[src/design/rbac_pkg.sv]
package rbac_pkg;

  ////////////////////////////////////////////////////////////////////////////////
  // Register indices; byte address is four times the index.
  localparam logic [7:0] IDX_CTRL     = 8'h0C;
  localparam logic [7:0] IDX_COLL     = 8'h0D;
  localparam logic [7:0] IDX_ERROR    = 8'h20;
  localparam logic [7:0] IDX_IRQ_STAT = 8'h21;
  localparam logic [7:0] IDX_IRQ_MASK = 8'h22;

  ////////////////////////////////////////////////////////////////////////////////
  // Framing control field positions and reset value.
  localparam int         CTRL_KEEP_BIT   = 7;
  localparam int         CTRL_ALIGN_LSB  = 4;
  localparam int         CTRL_COLLISION_AS_INTEGRITY_ERROR_BIT = 3;
  localparam int         CTRL_LAST_LSB   = 0;
  localparam logic [7:0] CTRL_RESET      = 8'h00;

  // Collision position register layout.
  localparam int         COLL_VALID_BIT = 7;
  localparam logic [7:0] COLL_RESET     = 8'h00;
  localparam logic [7:0] COLL_POS_LIMIT = 8'h40;

  // Error register layout.
  localparam int ERR_INTEG_BIT = 0;
  localparam int ERR_COLL_BIT  = 2;

  // Interrupt status and mask layout.
  localparam int         IRQ_FRAME_BIT = 0;
  localparam int         IRQ_COLL_BIT  = 1;
  localparam int         IRQ_INTEG_BIT = 2;
  localparam int         IRQ_BYTE_BIT  = 3;
  localparam logic [3:0] IRQ_RESET     = 4'h0;

  // Saturation value of the received data bit counter.
  localparam logic [7:0] BITCNT_MAX = 8'hFF;

  ////////////////////////////////////////////////////////////////////////////////
  // Receive sequencing, Gray coded along idle, receiving, done.
  typedef enum logic [1:0] {
    ST_IDLE = 2'b00,
    ST_RECV = 2'b01,
    ST_DONE = 2'b11
  } rbac_state_e;

  // Indications from the receive decoder, same clock domain.
  typedef struct packed {
    logic start;
    logic bit_valid;
    logic bit_val;
    logic bit_coll;
    logic eof_coll;
    logic integ_err;
    logic frame_end;
  } rbac_dec_s;

  // Stored byte towards the receive data sink.
  typedef struct packed {
    logic       valid;
    logic [7:0] data;
    logic       last;
  } rbac_byte_s;

endpackage

[src/design/rbac_bit_packer.sv]
`timescale 1ns/100ps
module rbac_bit_packer
  import rbac_pkg::*;
(
  // Clock and reset.
  input  wire logic       pclk,
  input  wire logic       presetn,
  // Control.
  input  wire logic       start,
  input  wire logic [2:0] align,
  input  wire logic       bit_valid,
  input  wire logic       bit_val,
  input  wire logic       flush,
  // Results.
  output rbac_byte_s      byte_out,
  output logic [2:0]      next_pos
);

  logic [7:0] acc_r;
  logic [2:0] pos_r;
  logic       pend_r;
  rbac_byte_s byte_r;

  ////////////////////////////////////////////////////////////////////////////////
  // Each bit goes into the next higher position; position 7 closes the byte.
  always_ff @(posedge pclk or negedge presetn) begin
    if (!presetn) begin
      acc_r  <= 8'h00;
      pos_r  <= 3'h0;
      pend_r <= 1'b0;
    end else if (start) begin
      acc_r  <= 8'h00;
      pos_r  <= align; // RL2
      pend_r <= 1'b0;
    end else if (bit_valid) begin
      if (pos_r == 3'h7) begin
        acc_r  <= 8'h00;
        pend_r <= 1'b0;
      end else begin
        acc_r[pos_r] <= bit_val;
        pend_r       <= 1'b1;
      end
      pos_r <= pos_r + 3'h1; // RL3
    end else if (flush) begin
      acc_r  <= 8'h00;
      pend_r <= 1'b0;
    end
  end

  always_ff @(posedge pclk or negedge presetn) begin
    if (!presetn) begin
      byte_r <= '0;
    end else begin
      byte_r.valid <= 1'b0;
      byte_r.last  <= 1'b0;
      if (!start && bit_valid && pos_r == 3'h7) begin
        byte_r.valid <= 1'b1;
        byte_r.data  <= {bit_val, acc_r[6:0]}; // RL3
      end else if (!start && !bit_valid && flush && pend_r) begin
        byte_r.valid <= 1'b1;
        byte_r.data  <= acc_r;
        byte_r.last  <= 1'b1;
      end
    end
  end

  assign byte_out = byte_r;
  assign next_pos = pos_r;

endmodule

[src/design/rbac_top.sv]
`timescale 1ns/100ps
// Notes on behaviour
// RL1 - Without keep control, zero bits after collision.
// RL2 - First bit lands at programmed position, then upward.
// RL3 - Position seven: second bit starts next byte.
// RL4 - Position zero byte oriented, otherwise bit oriented.
// RL5 - Collision-as-error control makes collisions integrity errors.
// RL6 - Last byte valid bits; zero means full.
// RL7 - Valid bits loaded at end, cleared at start.
// RL8 - Position valid only for reportable collisions.
// RL9 - Position counts data bits of first collision.
// RL10 - Only first sixty-four bit positions reported.
// RL11 - Start position offset added to collision position.
// RL12 - Software trusts position only when valid set.
// RL13 - Collision sets detected flag and records position.
// RL14 - Collision inside end symbol is ignored.
// RL15 - Detected flag cleared when reception starts.
// RL16 - Integrity error sets flag, reception continues.
// RL17 - Position and valid cleared at reception start.
module rbac_top
  import rbac_pkg::*;
(
  // APB clock and reset.
  input  wire logic        pclk,
  input  wire logic        presetn,
  // APB slave.
  input  wire logic        psel,
  input  wire logic        penable,
  input  wire logic        pwrite,
  input  wire logic [11:0] paddr,
  input  wire logic [31:0] pwdata,
  input  wire logic [3:0]  pstrb,
  output logic [31:0]      prdata,
  output logic             pready,
  output logic             pslverr,
  // Receive decoder.
  input  rbac_dec_s        dec_in,
  // Stored bytes and frame completion.
  output rbac_byte_s       rx_byte,
  output logic             rx_frame_done,
  // Interrupt.
  output logic             irq
);

  ////////////////////////////////////////////////////////////////////////////////
  // Register decode helpers.
  function automatic logic addr_is(input logic [11:0] addr, input logic [7:0] idx);
    addr_is = (addr[11:2] == {2'b00, idx}) && (addr[1:0] == 2'b00);
  endfunction

  function automatic logic [7:0] coll_index(input logic [2:0] offs, input logic [7:0] cnt);
    logic [8:0] sum;
    sum = {1'b0, cnt} + {6'h00, offs};
    coll_index = (sum[8] == 1'b1) ? BITCNT_MAX : sum[7:0];
  endfunction

  ////////////////////////////////////////////////////////////////////////////////
  // Storage.
  logic                 keep_r;
  logic [2:0]           align_r;
  logic                 collision_as_integrity_error_r;
  logic [2:0]           last_bits_r;
  logic                 pos_valid_r;
  logic [6:0]           coll_pos_r;
  logic                 coll_det_r;
  logic                 integ_r;
  logic [3:0]           irq_stat_r;
  logic [3:0]           irq_mask_r;
  logic                 pready_r;
  logic                 pslverr_r;
  logic [31:0]          prdata_r;
  logic [7:0]           bitcnt_r;
  logic                 coll_seen_r;
  logic                 frame_done_r;
  rbac_state_e          state_r;
  rbac_state_e          state_nxt;

  ////////////////////////////////////////////////////////////////////////////////
  // Bus decode.
  logic       access;
  logic       wr_en;
  logic       wr_byte0;
  logic       hit_ctrl;
  logic       hit_coll;
  logic       hit_err;
  logic       hit_stat;
  logic       hit_mask;
  logic       wr_ctrl;
  logic       wr_stat;
  logic       wr_mask;
  logic       mapped;
  logic [7:0] rd_value;

  assign access   = psel && penable;
  assign wr_en    = access && pready_r && pwrite && !pslverr_r;
  assign wr_byte0 = wr_en && pstrb[0];
  assign hit_ctrl = addr_is(paddr, IDX_CTRL);
  assign hit_coll = addr_is(paddr, IDX_COLL);
  assign hit_err  = addr_is(paddr, IDX_ERROR);
  assign hit_stat = addr_is(paddr, IDX_IRQ_STAT);
  assign hit_mask = addr_is(paddr, IDX_IRQ_MASK);
  assign mapped   = hit_ctrl || hit_coll || hit_err || hit_stat || hit_mask;

  // Only the low byte lane carries register bits; other lanes are ignored.
  assign wr_ctrl  = wr_byte0 && hit_ctrl;
  assign wr_stat  = wr_byte0 && hit_stat;
  assign wr_mask  = wr_byte0 && hit_mask;

  always_comb begin
    rd_value = 8'h00;
    if (hit_ctrl) begin
      rd_value = {keep_r, align_r, collision_as_integrity_error_r, last_bits_r};
    end else if (hit_coll) begin
      rd_value = {pos_valid_r, coll_pos_r};
    end else if (hit_err) begin
      rd_value[ERR_INTEG_BIT] = integ_r;
      rd_value[ERR_COLL_BIT]  = coll_det_r;
    end else if (hit_stat) begin
      rd_value = {4'h0, irq_stat_r};
    end else if (hit_mask) begin
      rd_value = {4'h0, irq_mask_r};
    end
  end

  // One wait state: data and error flag are registered on the edge where pready rises.
  always_ff @(posedge pclk or negedge presetn) begin
    if (!presetn) begin
      pready_r  <= 1'b0;
      pslverr_r <= 1'b0;
      prdata_r  <= 32'h0000_0000;
    end else if (access && !pready_r) begin
      pready_r  <= 1'b1;
      pslverr_r <= !mapped;
      prdata_r  <= (pwrite || !mapped) ? 32'h0000_0000 : {24'h00_0000, rd_value};
    end else begin
      pready_r  <= 1'b0;
      pslverr_r <= 1'b0;
    end
  end

  assign pready  = pready_r;
  assign pslverr = pslverr_r;
  assign prdata  = prdata_r;

  ////////////////////////////////////////////////////////////////////////////////
  // Receive sequencing.
  logic bit_take;
  logic end_take;
  logic bit_stored;
  logic coll_now;
  logic coll_first;

  assign bit_take   = (state_r == ST_RECV) && dec_in.bit_valid && !dec_in.start;
  assign end_take   = (state_r == ST_RECV) && dec_in.frame_end && !dec_in.start;
  assign coll_now   = bit_take && dec_in.bit_coll;
  assign coll_first = coll_now && !coll_seen_r;
  // The colliding bit keeps its value; only the bits after it are forced to zero.
  assign bit_stored = (coll_seen_r && !keep_r) ? 1'b0 : dec_in.bit_val; // RL1

  always_comb begin
    state_nxt = state_r;
    case (state_r)
      ST_IDLE: begin
        if (dec_in.start) begin
          state_nxt = ST_RECV;
        end
      end
      ST_RECV: begin
        if (dec_in.start) begin
          state_nxt = ST_RECV;
        end else if (dec_in.frame_end) begin
          state_nxt = ST_DONE;
        end
      end
      ST_DONE: begin
        state_nxt = dec_in.start ? ST_RECV : ST_IDLE;
      end
      default: begin
        state_nxt = ST_IDLE;
      end
    endcase
  end

  always_ff @(posedge pclk or negedge presetn) begin
    if (!presetn) begin
      state_r <= ST_IDLE;
    end else begin
      state_r <= state_nxt;
    end
  end

  // Data bit counter and first-collision marker; framing symbols never count.
  always_ff @(posedge pclk or negedge presetn) begin
    if (!presetn) begin
      bitcnt_r    <= 8'h00;
      coll_seen_r <= 1'b0;
    end else if (dec_in.start) begin
      bitcnt_r    <= 8'h00;
      coll_seen_r <= 1'b0;
    end else if (bit_take) begin
      if (bitcnt_r != BITCNT_MAX) begin
        bitcnt_r <= bitcnt_r + 8'h01; // RL9
      end
      if (dec_in.bit_coll) begin
        coll_seen_r <= 1'b1;
      end
    end
  end

  ////////////////////////////////////////////////////////////////////////////////
  // Bit packing into stored bytes; a bit alongside a new start is dropped.
  logic [2:0] next_pos;

  rbac_bit_packer u_packer (
    .pclk      (pclk),
    .presetn   (presetn),
    .start     (dec_in.start),
    .align     (align_r),
    .bit_valid (bit_take),
    .bit_val   (bit_stored),
    .flush     (end_take),
    .byte_out  (rx_byte),
    .next_pos  (next_pos)
  );

  ////////////////////////////////////////////////////////////////////////////////
  // Framing control register; the valid-bits field is also loaded by hardware.
  always_ff @(posedge pclk or negedge presetn) begin
    if (!presetn) begin
      keep_r   <= CTRL_RESET[CTRL_KEEP_BIT];
      align_r  <= CTRL_RESET[CTRL_ALIGN_LSB +: 3];
      collision_as_integrity_error_r <= CTRL_RESET[CTRL_COLLISION_AS_INTEGRITY_ERROR_BIT];
    end else if (wr_ctrl) begin
      keep_r   <= pwdata[CTRL_KEEP_BIT];
      align_r  <= pwdata[CTRL_ALIGN_LSB +: 3];
      collision_as_integrity_error_r <= pwdata[CTRL_COLLISION_AS_INTEGRITY_ERROR_BIT];
    end
  end

  always_ff @(posedge pclk or negedge presetn) begin
    if (!presetn) begin
      last_bits_r <= CTRL_RESET[CTRL_LAST_LSB +: 3];
    end else if (dec_in.start) begin
      last_bits_r <= 3'h0; // RL7
    end else if (end_take) begin
      last_bits_r <= (align_r != 3'h0) ? next_pos : 3'h0; // RL4 RL6 RL7
    end else if (wr_ctrl) begin
      last_bits_r <= pwdata[CTRL_LAST_LSB +: 3];
    end
  end

  ////////////////////////////////////////////////////////////////////////////////
  // First collision position.
  logic [7:0] coll_idx;

  assign coll_idx = coll_index(align_r, bitcnt_r); // RL11

  always_ff @(posedge pclk or negedge presetn) begin
    if (!presetn) begin
      pos_valid_r <= COLL_RESET[COLL_VALID_BIT];
      coll_pos_r  <= COLL_RESET[6:0];
    end else if (dec_in.start) begin
      pos_valid_r <= 1'b0; // RL17
      coll_pos_r  <= 7'h00; // RL17
    end else if (coll_first) begin
      if (coll_idx < COLL_POS_LIMIT) begin
        pos_valid_r <= 1'b1; // RL8 RL10
        coll_pos_r  <= coll_idx[6:0]; // RL13
      end else begin
        pos_valid_r <= 1'b0; // RL8
      end
    end
  end

  ////////////////////////////////////////////////////////////////////////////////
  // Error flags; an end-symbol collision is ignored and never stops reception.
  logic integ_evt;

  assign integ_evt = (state_r == ST_RECV) && !dec_in.start &&
                     (dec_in.integ_err || (collision_as_integrity_error_r && dec_in.bit_valid && dec_in.bit_coll));

  always_ff @(posedge pclk or negedge presetn) begin
    if (!presetn) begin
      coll_det_r <= 1'b0;
    end else if (coll_now) begin
      coll_det_r <= 1'b1; // RL13 RL14
    end else if (dec_in.start) begin
      coll_det_r <= 1'b0; // RL15
    end
  end

  always_ff @(posedge pclk or negedge presetn) begin
    if (!presetn) begin
      integ_r <= 1'b0;
    end else if (integ_evt) begin
      integ_r <= 1'b1; // RL5 RL16
    end else if (dec_in.start) begin
      integ_r <= 1'b0;
    end
  end

  ////////////////////////////////////////////////////////////////////////////////
  // Interrupt status, write one to clear; a new event wins over the clear.
  logic [3:0] irq_evt;

  assign irq_evt[IRQ_FRAME_BIT] = end_take;
  assign irq_evt[IRQ_COLL_BIT]  = coll_now;
  assign irq_evt[IRQ_INTEG_BIT] = integ_evt;
  assign irq_evt[IRQ_BYTE_BIT]  = rx_byte.valid;

  always_ff @(posedge pclk or negedge presetn) begin
    if (!presetn) begin
      irq_stat_r <= IRQ_RESET;
    end else if (wr_stat) begin
      irq_stat_r <= (irq_stat_r & ~pwdata[3:0]) | irq_evt;
    end else begin
      irq_stat_r <= irq_stat_r | irq_evt;
    end
  end

  always_ff @(posedge pclk or negedge presetn) begin
    if (!presetn) begin
      irq_mask_r <= IRQ_RESET;
    end else if (wr_mask) begin
      irq_mask_r <= pwdata[3:0];
    end
  end

  assign irq = |(irq_stat_r & irq_mask_r);

  ////////////////////////////////////////////////////////////////////////////////
  // Frame completion pulse, one cycle after the decoder's end indication.
  always_ff @(posedge pclk or negedge presetn) begin
    if (!presetn) begin
      frame_done_r <= 1'b0;
    end else begin
      frame_done_r <= end_take;
    end
  end

  assign rx_frame_done = frame_done_r;

endmodule

[config.mk]
export PLATFORM = sky130hd
export DESIGN_NAME = rbac_top
export DESIGN_NICKNAME = d
export VERILOG_FILES = /design/src/design/rbac_pkg.sv /design/src/design/rbac_bit_packer.sv /design/src/design/rbac_top.sv
export SDC_FILE = /design/constraint.sdc
export NUM_CORES = 1
export LEC_CHECK = 0
export BUFFER_PORTS_ARGS = -buffer_cell sky130_fd_sc_hd__buf_2
export CAP_MARGIN = 15
export CORE_ASPECT_RATIO = 0.9
export CORE_MARGIN = 2
export CORE_UTILIZATION = 35
export CTS_BUF_LIST = sky130_fd_sc_hd__clkbuf_2
export DETAILED_ROUTE_END_ITERATION = 10
export PLACE_DENSITY = 0.68
export SETUP_SLACK_MARGIN = 0.2
export SYNTH_ARGS = -nofsm -noshare
export SYNTH_HDL_FRONTEND = slang
export SYNTH_HIERARCHICAL = 1
export SYNTH_SLANG_ARGS = --single-unit
[constraint.sdc]
create_clock -name pclk -period 2 [get_ports pclk]
set_input_delay 0.2 -clock pclk [delete_from_list [all_inputs] [get_ports pclk]]
set_output_delay 0.2 -clock pclk [all_outputs]
set_load 0.01 [all_outputs]
Word-level counts from Yosys, hierarchy flattened
Cells that the tools add are included.
W data, S select, Z words.
{"block": "totals", "regBits": 94, "inputBits": 60, "out_inout_bits": 46, "word_cells": 161}
{"block": "op_classes", "n_addsub": 3, "magnitude_cmp": 3, "n_eq_ne": 11, "mux": 54, "bitwise": 5, "reduce_logical": 62}
{"op": "$mux W8", "n": 12}
{"op": "$logic_and A1 B1 Y1", "n": 31}
{"op": "$eq A10 B6 Y1 const B", "n": 3}
{"op": "$mux W1", "n": 22}
{"op": "$mux W7", "n": 3}
{"op": "$eq A10 B4 Y1 const B", "n": 2}
{"op": "$mux W3", "n": 6}
{"op": "$reduce_bool A2 Y1", "n": 8}
{"op": "$mux W10", "n": 1}
{"op": "$add A8 B3 Y9", "n": 1}
{"op": "$mux W9", "n": 1}
{"op": "$reduce_bool A3 Y1", "n": 3}
{"op": "$add A8 B1 Y8 const B", "n": 1}
{"op": "$and A4 B4 Y4", "n": 2}
{"op": "$bwmux W8", "n": 1}
{"op": "$lt A8 B7 Y1 const B", "n": 1}
{"op": "$mux W4", "n": 2}
{"op": "$ne A8 B8 Y1 const B", "n": 1}
{"op": "$or A4 B4 Y4", "n": 2}
{"op": "$reduce_and A2 Y1", "n": 4}
{"op": "$logic_not A1 Y1", "n": 7}
{"op": "$logic_or A1 B1 Y1", "n": 6}
{"op": "$mux W2", "n": 3}
{"op": "$pmux W2 S3", "n": 1}
{"op": "13 further kinds", "n": 14}

Depth between registers and ports, before layout
{"block": "logic_depth", "word_depth": 9, "depth_mapped": 7, "mapped_depth_nobuf": 7}

By module
The synthesis kept the hierarchy.
{"mod": "rbac_top", "instances": 1, "cells_each": 272, "area_per_inst_um2": 2690.1, "seq_area_each_um2": 1201.2}
{"mod": "rbac_bit_packer", "instances": 1, "cells_each": 91, "area_per_inst_um2": 1072.3, "seq_area_each_um2": 550.5}

Worst setup path after synthesis
Ideal clock, no wire load.
{"block": "synth_path", "path_kind": "register to register", "from": "register align_r[0]", "to": "register coll_pos_r[0]", "arrival_ns": 2.087, "required_ns": 1.921, "slack_ns": -0.166, "path_stages_with_launch": 7, "synth_period_minus_slack_ns": 2.166, "path_cell_list": "dfrtp_1 ha_1 fa_1 a21oi_1 and2b_2 a221oi_4 mux2i_1"}
{"block": "synth_via", "elab_chain_len": 5}
{"element": "start, declared", "line": "rbac_top.sv:60", "rtl": "logic [2:0] align_r;"}
{"element": "start signal, assigned", "line": "rbac_top.sv:231", "rtl": "align_r <= CTRL_RESET[CTRL_ALIGN_LSB +: 3];"}
{"element": "start signal, assigned", "line": "rbac_top.sv:235", "rtl": "align_r <= pwdata[CTRL_ALIGN_LSB +: 3];"}
{"element": "$add A8 B3 Y9 *", "line": "rbac_top.sv:53", "rtl": "sum = {1'b0, cnt} + {6'h00, offs};"}
{"element": "$mux W8 *", "line": "rbac_top.sv:54", "rtl": "coll_index = (sum[8] == 1'b1) ? BITCNT_MAX : sum[7:0];"}
{"element": "$lt A8 B7 Y1 / $mux W7 (equally long branches)", "line": "rbac_top.sv:266", "rtl": "if (coll_idx < COLL_POS_LIMIT) begin"}
{"element": "$reduce_bool A2 Y1 (no line) / $mux W7 (equally long branches)"}
{"element": "$reduce_and A2 Y1 (no line) / $mux W7 (equally long branches)"}
{"element": "end signal, assigned", "line": "rbac_top.sv:261", "rtl": "coll_pos_r <= COLL_RESET[6:0];"}
{"element": "end signal, assigned", "line": "rbac_top.sv:268", "rtl": "coll_pos_r <= coll_idx[6:0];"}
{"element": "end, declared", "line": "rbac_top.sv:64", "rtl": "logic [6:0] coll_pos_r;"}
Every way passes the cells marked *; elsewhere a longest branch is shown, timed or not. The select of a mux whose other input is x is not followed.
A chain may end at the register's enable or synchronous reset.

Worst setup path after layout
{"block": "layout_path", "from": "register align_r[0]", "to": "register coll_pos_r[4]"}
The elaborated chain is that of the path after synthesis.

==> run summary <==
CP endpoint kind: flip-flop
Clock buffer depth: 2
Most frequent cells in the layout: 69 x dfrtp_1, 53 x buf_2, 36 x buf_4
CP Cell Sequence: ha_2 > fa_2 > a21oi_2 > and2b_2 > a221oi_4 > buf_12 > mux2i_1
Logic gate share of total power: 0.147
Gr usage total: 0.1588
RSZ-0062 raised after global routing: true
Crit path DAT: 2.50 ns
CTS root buffer: clkbuf_2
Main flop type after synthesis: dfrtp_1
Max Cap Violations: 0
Die footprint: 11600 µm²
Peak fanout along the critical path: 8
Status: finished with violations
CP max stage delay: 0.43 ns
Syn avg cell area: 10.36 µm²
Static leakage: 2.330 nW
Number of CTS-inserted buffers: 9
GR Util met2: 0.2612
Design Area, Final: 4868 µm²
Later-pin clock latency in the skew report: 0.51 ns
Met3 Usage GRT: 0.03262
Clock share of power: 0.334
Hold_ws: 0.01871 ns
Mapped Area: 3762 µm²
Synthesized instance count: 363
First-pass GRT wire length: 14610 µm
Synth Register Bits: 70
Internal power: 2.078 mW
YS warnings: 6
Vias: 3059
Initial antenna violation count: 0
Vias in the first global route: 3030
Top-area cell type share of the netlist area: 0.4656
Final ANT Viol Nets: 0
Crit Path Class: reg2reg
Hpwl dp: 6429 µm
Chip height: 102.4 µm
Hold/Removal Path Class: in2reg
Fin nets: 540
Worst setup margin: -0.05504 ns
Starting Density: 0.3640
Total chip power: 2.873 mW
R2r setup slk: -0.06 ns
# rows: 35
Top Ports: 106
Post-DP Area: 4313 µm²
Fin. Hold Viols: 0
Failing checks: negative setup slack
Synth top area cells: dfrtp_1 47%, buf_4 5.0%, mux2_2 4.5%
Sequential share of the synthesized area: 0.4656
Fin util: 0.4711
Setup violations, final: 7
Count of flip-flops with a built-in enable after synthesis: 0
Final Cycle Share: 1.028
Period minus WS final: 2.055 ns
FILL cells: 955
Die width: 113.3 µm
Mean routed wirelength per cell: 15.21 µm
Register area: 1753 µm²
VDD IR max: 0.0003187 V
# DRC: 0
Layout cells sized above 1: 0.3682
CTS tree: done
Clock-pin slew on the worst setup and hold paths: 0.20 ns
Clock Sinks: 70
Switching power: 0.7959 mW
H-tree Lvls: 3
Fmax: 486.6 MHz
Via density: 5.040
Slew Limit Fails: 0
Most Used Layer, Global Route: met2
Met1 GRT Util: 0.2100
Pwr dens: 590.2 nW/µm²
Gr ovfl total: 0
Antenna diodes: 0
Initial DRT Pass Iterations: 4
Unique masters post-synth: 65
Layout area overhead: 29.40%
Largest net degree at the start of global routing: 55
Routed WL: 9231 µm
Routability congestion estimate: 0.8995
Core area: 10330 µm²
Setup Skew: 0.02658 ns
Initial drt markers: 171
Ys async rst share: 1.000
Commonest non-fill, non-tap cell in the layout: dfrtp_1
Switching Share: 0.2770
Flop pwr share: 0.519
Largest area contributor in the netlist: dfrtp_1
Port Buf Inserts: 53
Area of the multi-input gates: 1981 µm²
CP Launch Type: flip-flop
Slowest CP cell: dfrtp_1
Worst path required time: 2.44 ns
Pre-CTS setup slack: -0.07574 ns
[sequential cells by signal (all words and copies together), names as in the netlist, 4 cells and up]
signal and flops:
bitcnt_r 8, coll_pos_r 7, irq_mask_r 4, irq_stat_r 4, prdata 8, u_packer/acc_r 8
u_packer/byte_out 10
[worst max-delay path: cells and delay by family, from the launching register on]
kind	cells	cell delay (ns)
buffers and inverters	1	0.17
flip-flops	1	0.43
AND/OR/NAND/NOR	1	0.27
multiplexers	1	0.17
adder cells (fa/ha/maj)	2	0.54
AO/OA/AOI/OAI	2	0.41
[metrics by stage]
stage,cells,TNS (ns)
3_5_place_dp,564,-0.3632
4_1_cts,596,-0.2984
5_1_grt,607,-1.122
2_1_floorplan,386,-0.2328
6_report,607,-0.3058
3_3_place_gp,564,-0.06078
[path summary, 6_finish.rpt]
| check | startpoint | to | depth (start not counted) |
|---|---|---|---|
| worst min register to register | u_packer/byte_out[9]$_DFF_PN0_ | irq_stat_r[3]$_DFF_PN0_ | 1 |
| worst max register to register | align_r[0]$_DFFE_PN0P_ | coll_pos_r[4]$_DFFE_PN0P_ | 7 |
| worst min-delay path | pwrite | prdata[3]$_DFFE_PN0P_ | 4 |
| min in group asynchronous | presetn | u_packer/byte_out[7]$_DFFE_PN0P_ | 2 |
| max in group asynchronous | presetn | irq_stat_r[0]$_DFF_PN0_ | 3 |
| worst max-delay path | align_r[0]$_DFFE_PN0P_ | coll_pos_r[4]$_DFFE_PN0P_ | 7 |
[area by class of cell]
| class | count | area share |
|---|---|---|
| tap | 129 | 0.03315 |
| sequential | 70 | 0.3601 |
| clock buffer | 11 | 0.01131 |
| clock inverter | 5 | 0.01722 |
| inverter | 11 | 0.008481 |
| timing repair buffer | 111 | 0.1629 |
| multi-input combinational | 270 | 0.4068 |
[cell usage after synthesis (3+ instances only)]
master,number
dfrtp_1,70
nand2_1,32
buf_4,25
nor2_1,23
o21ai_0,21
mux2i_1,16
mux2_2,15
inv_1,11
nor3_1,11
nand2b_1,10
a31o_2,8
xnor2_1,8
a21oi_1,7
nand3_1,7
or3_1,7
clkbuf_1,6
ha_1,6
a21o_1,5
nor4_1,5
a22oi_1,4
nand4_1,4
nor2b_1,4
and2_1,3
nor3b_1,3
o31ai_1,3
or2_2,3
[repair_timing]
item / in CTS / in global routing
setup endpoints to repair: 26 / 32
endpoints found under the hold margin: 85 / 1
gates resized for setup: 14 / 24
hold buffers: 12 / 1
buffers inserted: 4 / 10
pin swaps: 7 / 9
[cells by family after synthesis]
group           synth area share
compound gates            0.1324
xor+xnor                 0.02328
fa+ha+maj                0.02793
buf+inv                  0.07183
flops                     0.4656
mux                      0.08746
other cells            0.0009967
simple gates              0.1906
[routing by layer]
layer / share of wire / vias up
met4: 0.011 / 0
li1: - / 1461
met3: 0.048 / 9
met2: 0.48 / 92
met1: 0.47 / 1497
met5: 0 / -
[power groups by stage]
stage,Clock [mW],Sequential [mW],Combinational [mW]
final,0.960,1.49,0.421
after global routing,1.04,1.50,0.462
after CTS,0.985,1.49,0.375
after detailed placement,0,1.52,0.344
after global placement,0,1.52,0.337
after floorplan,0,1.52,0.210
Power figures use the tool's default switching activity.
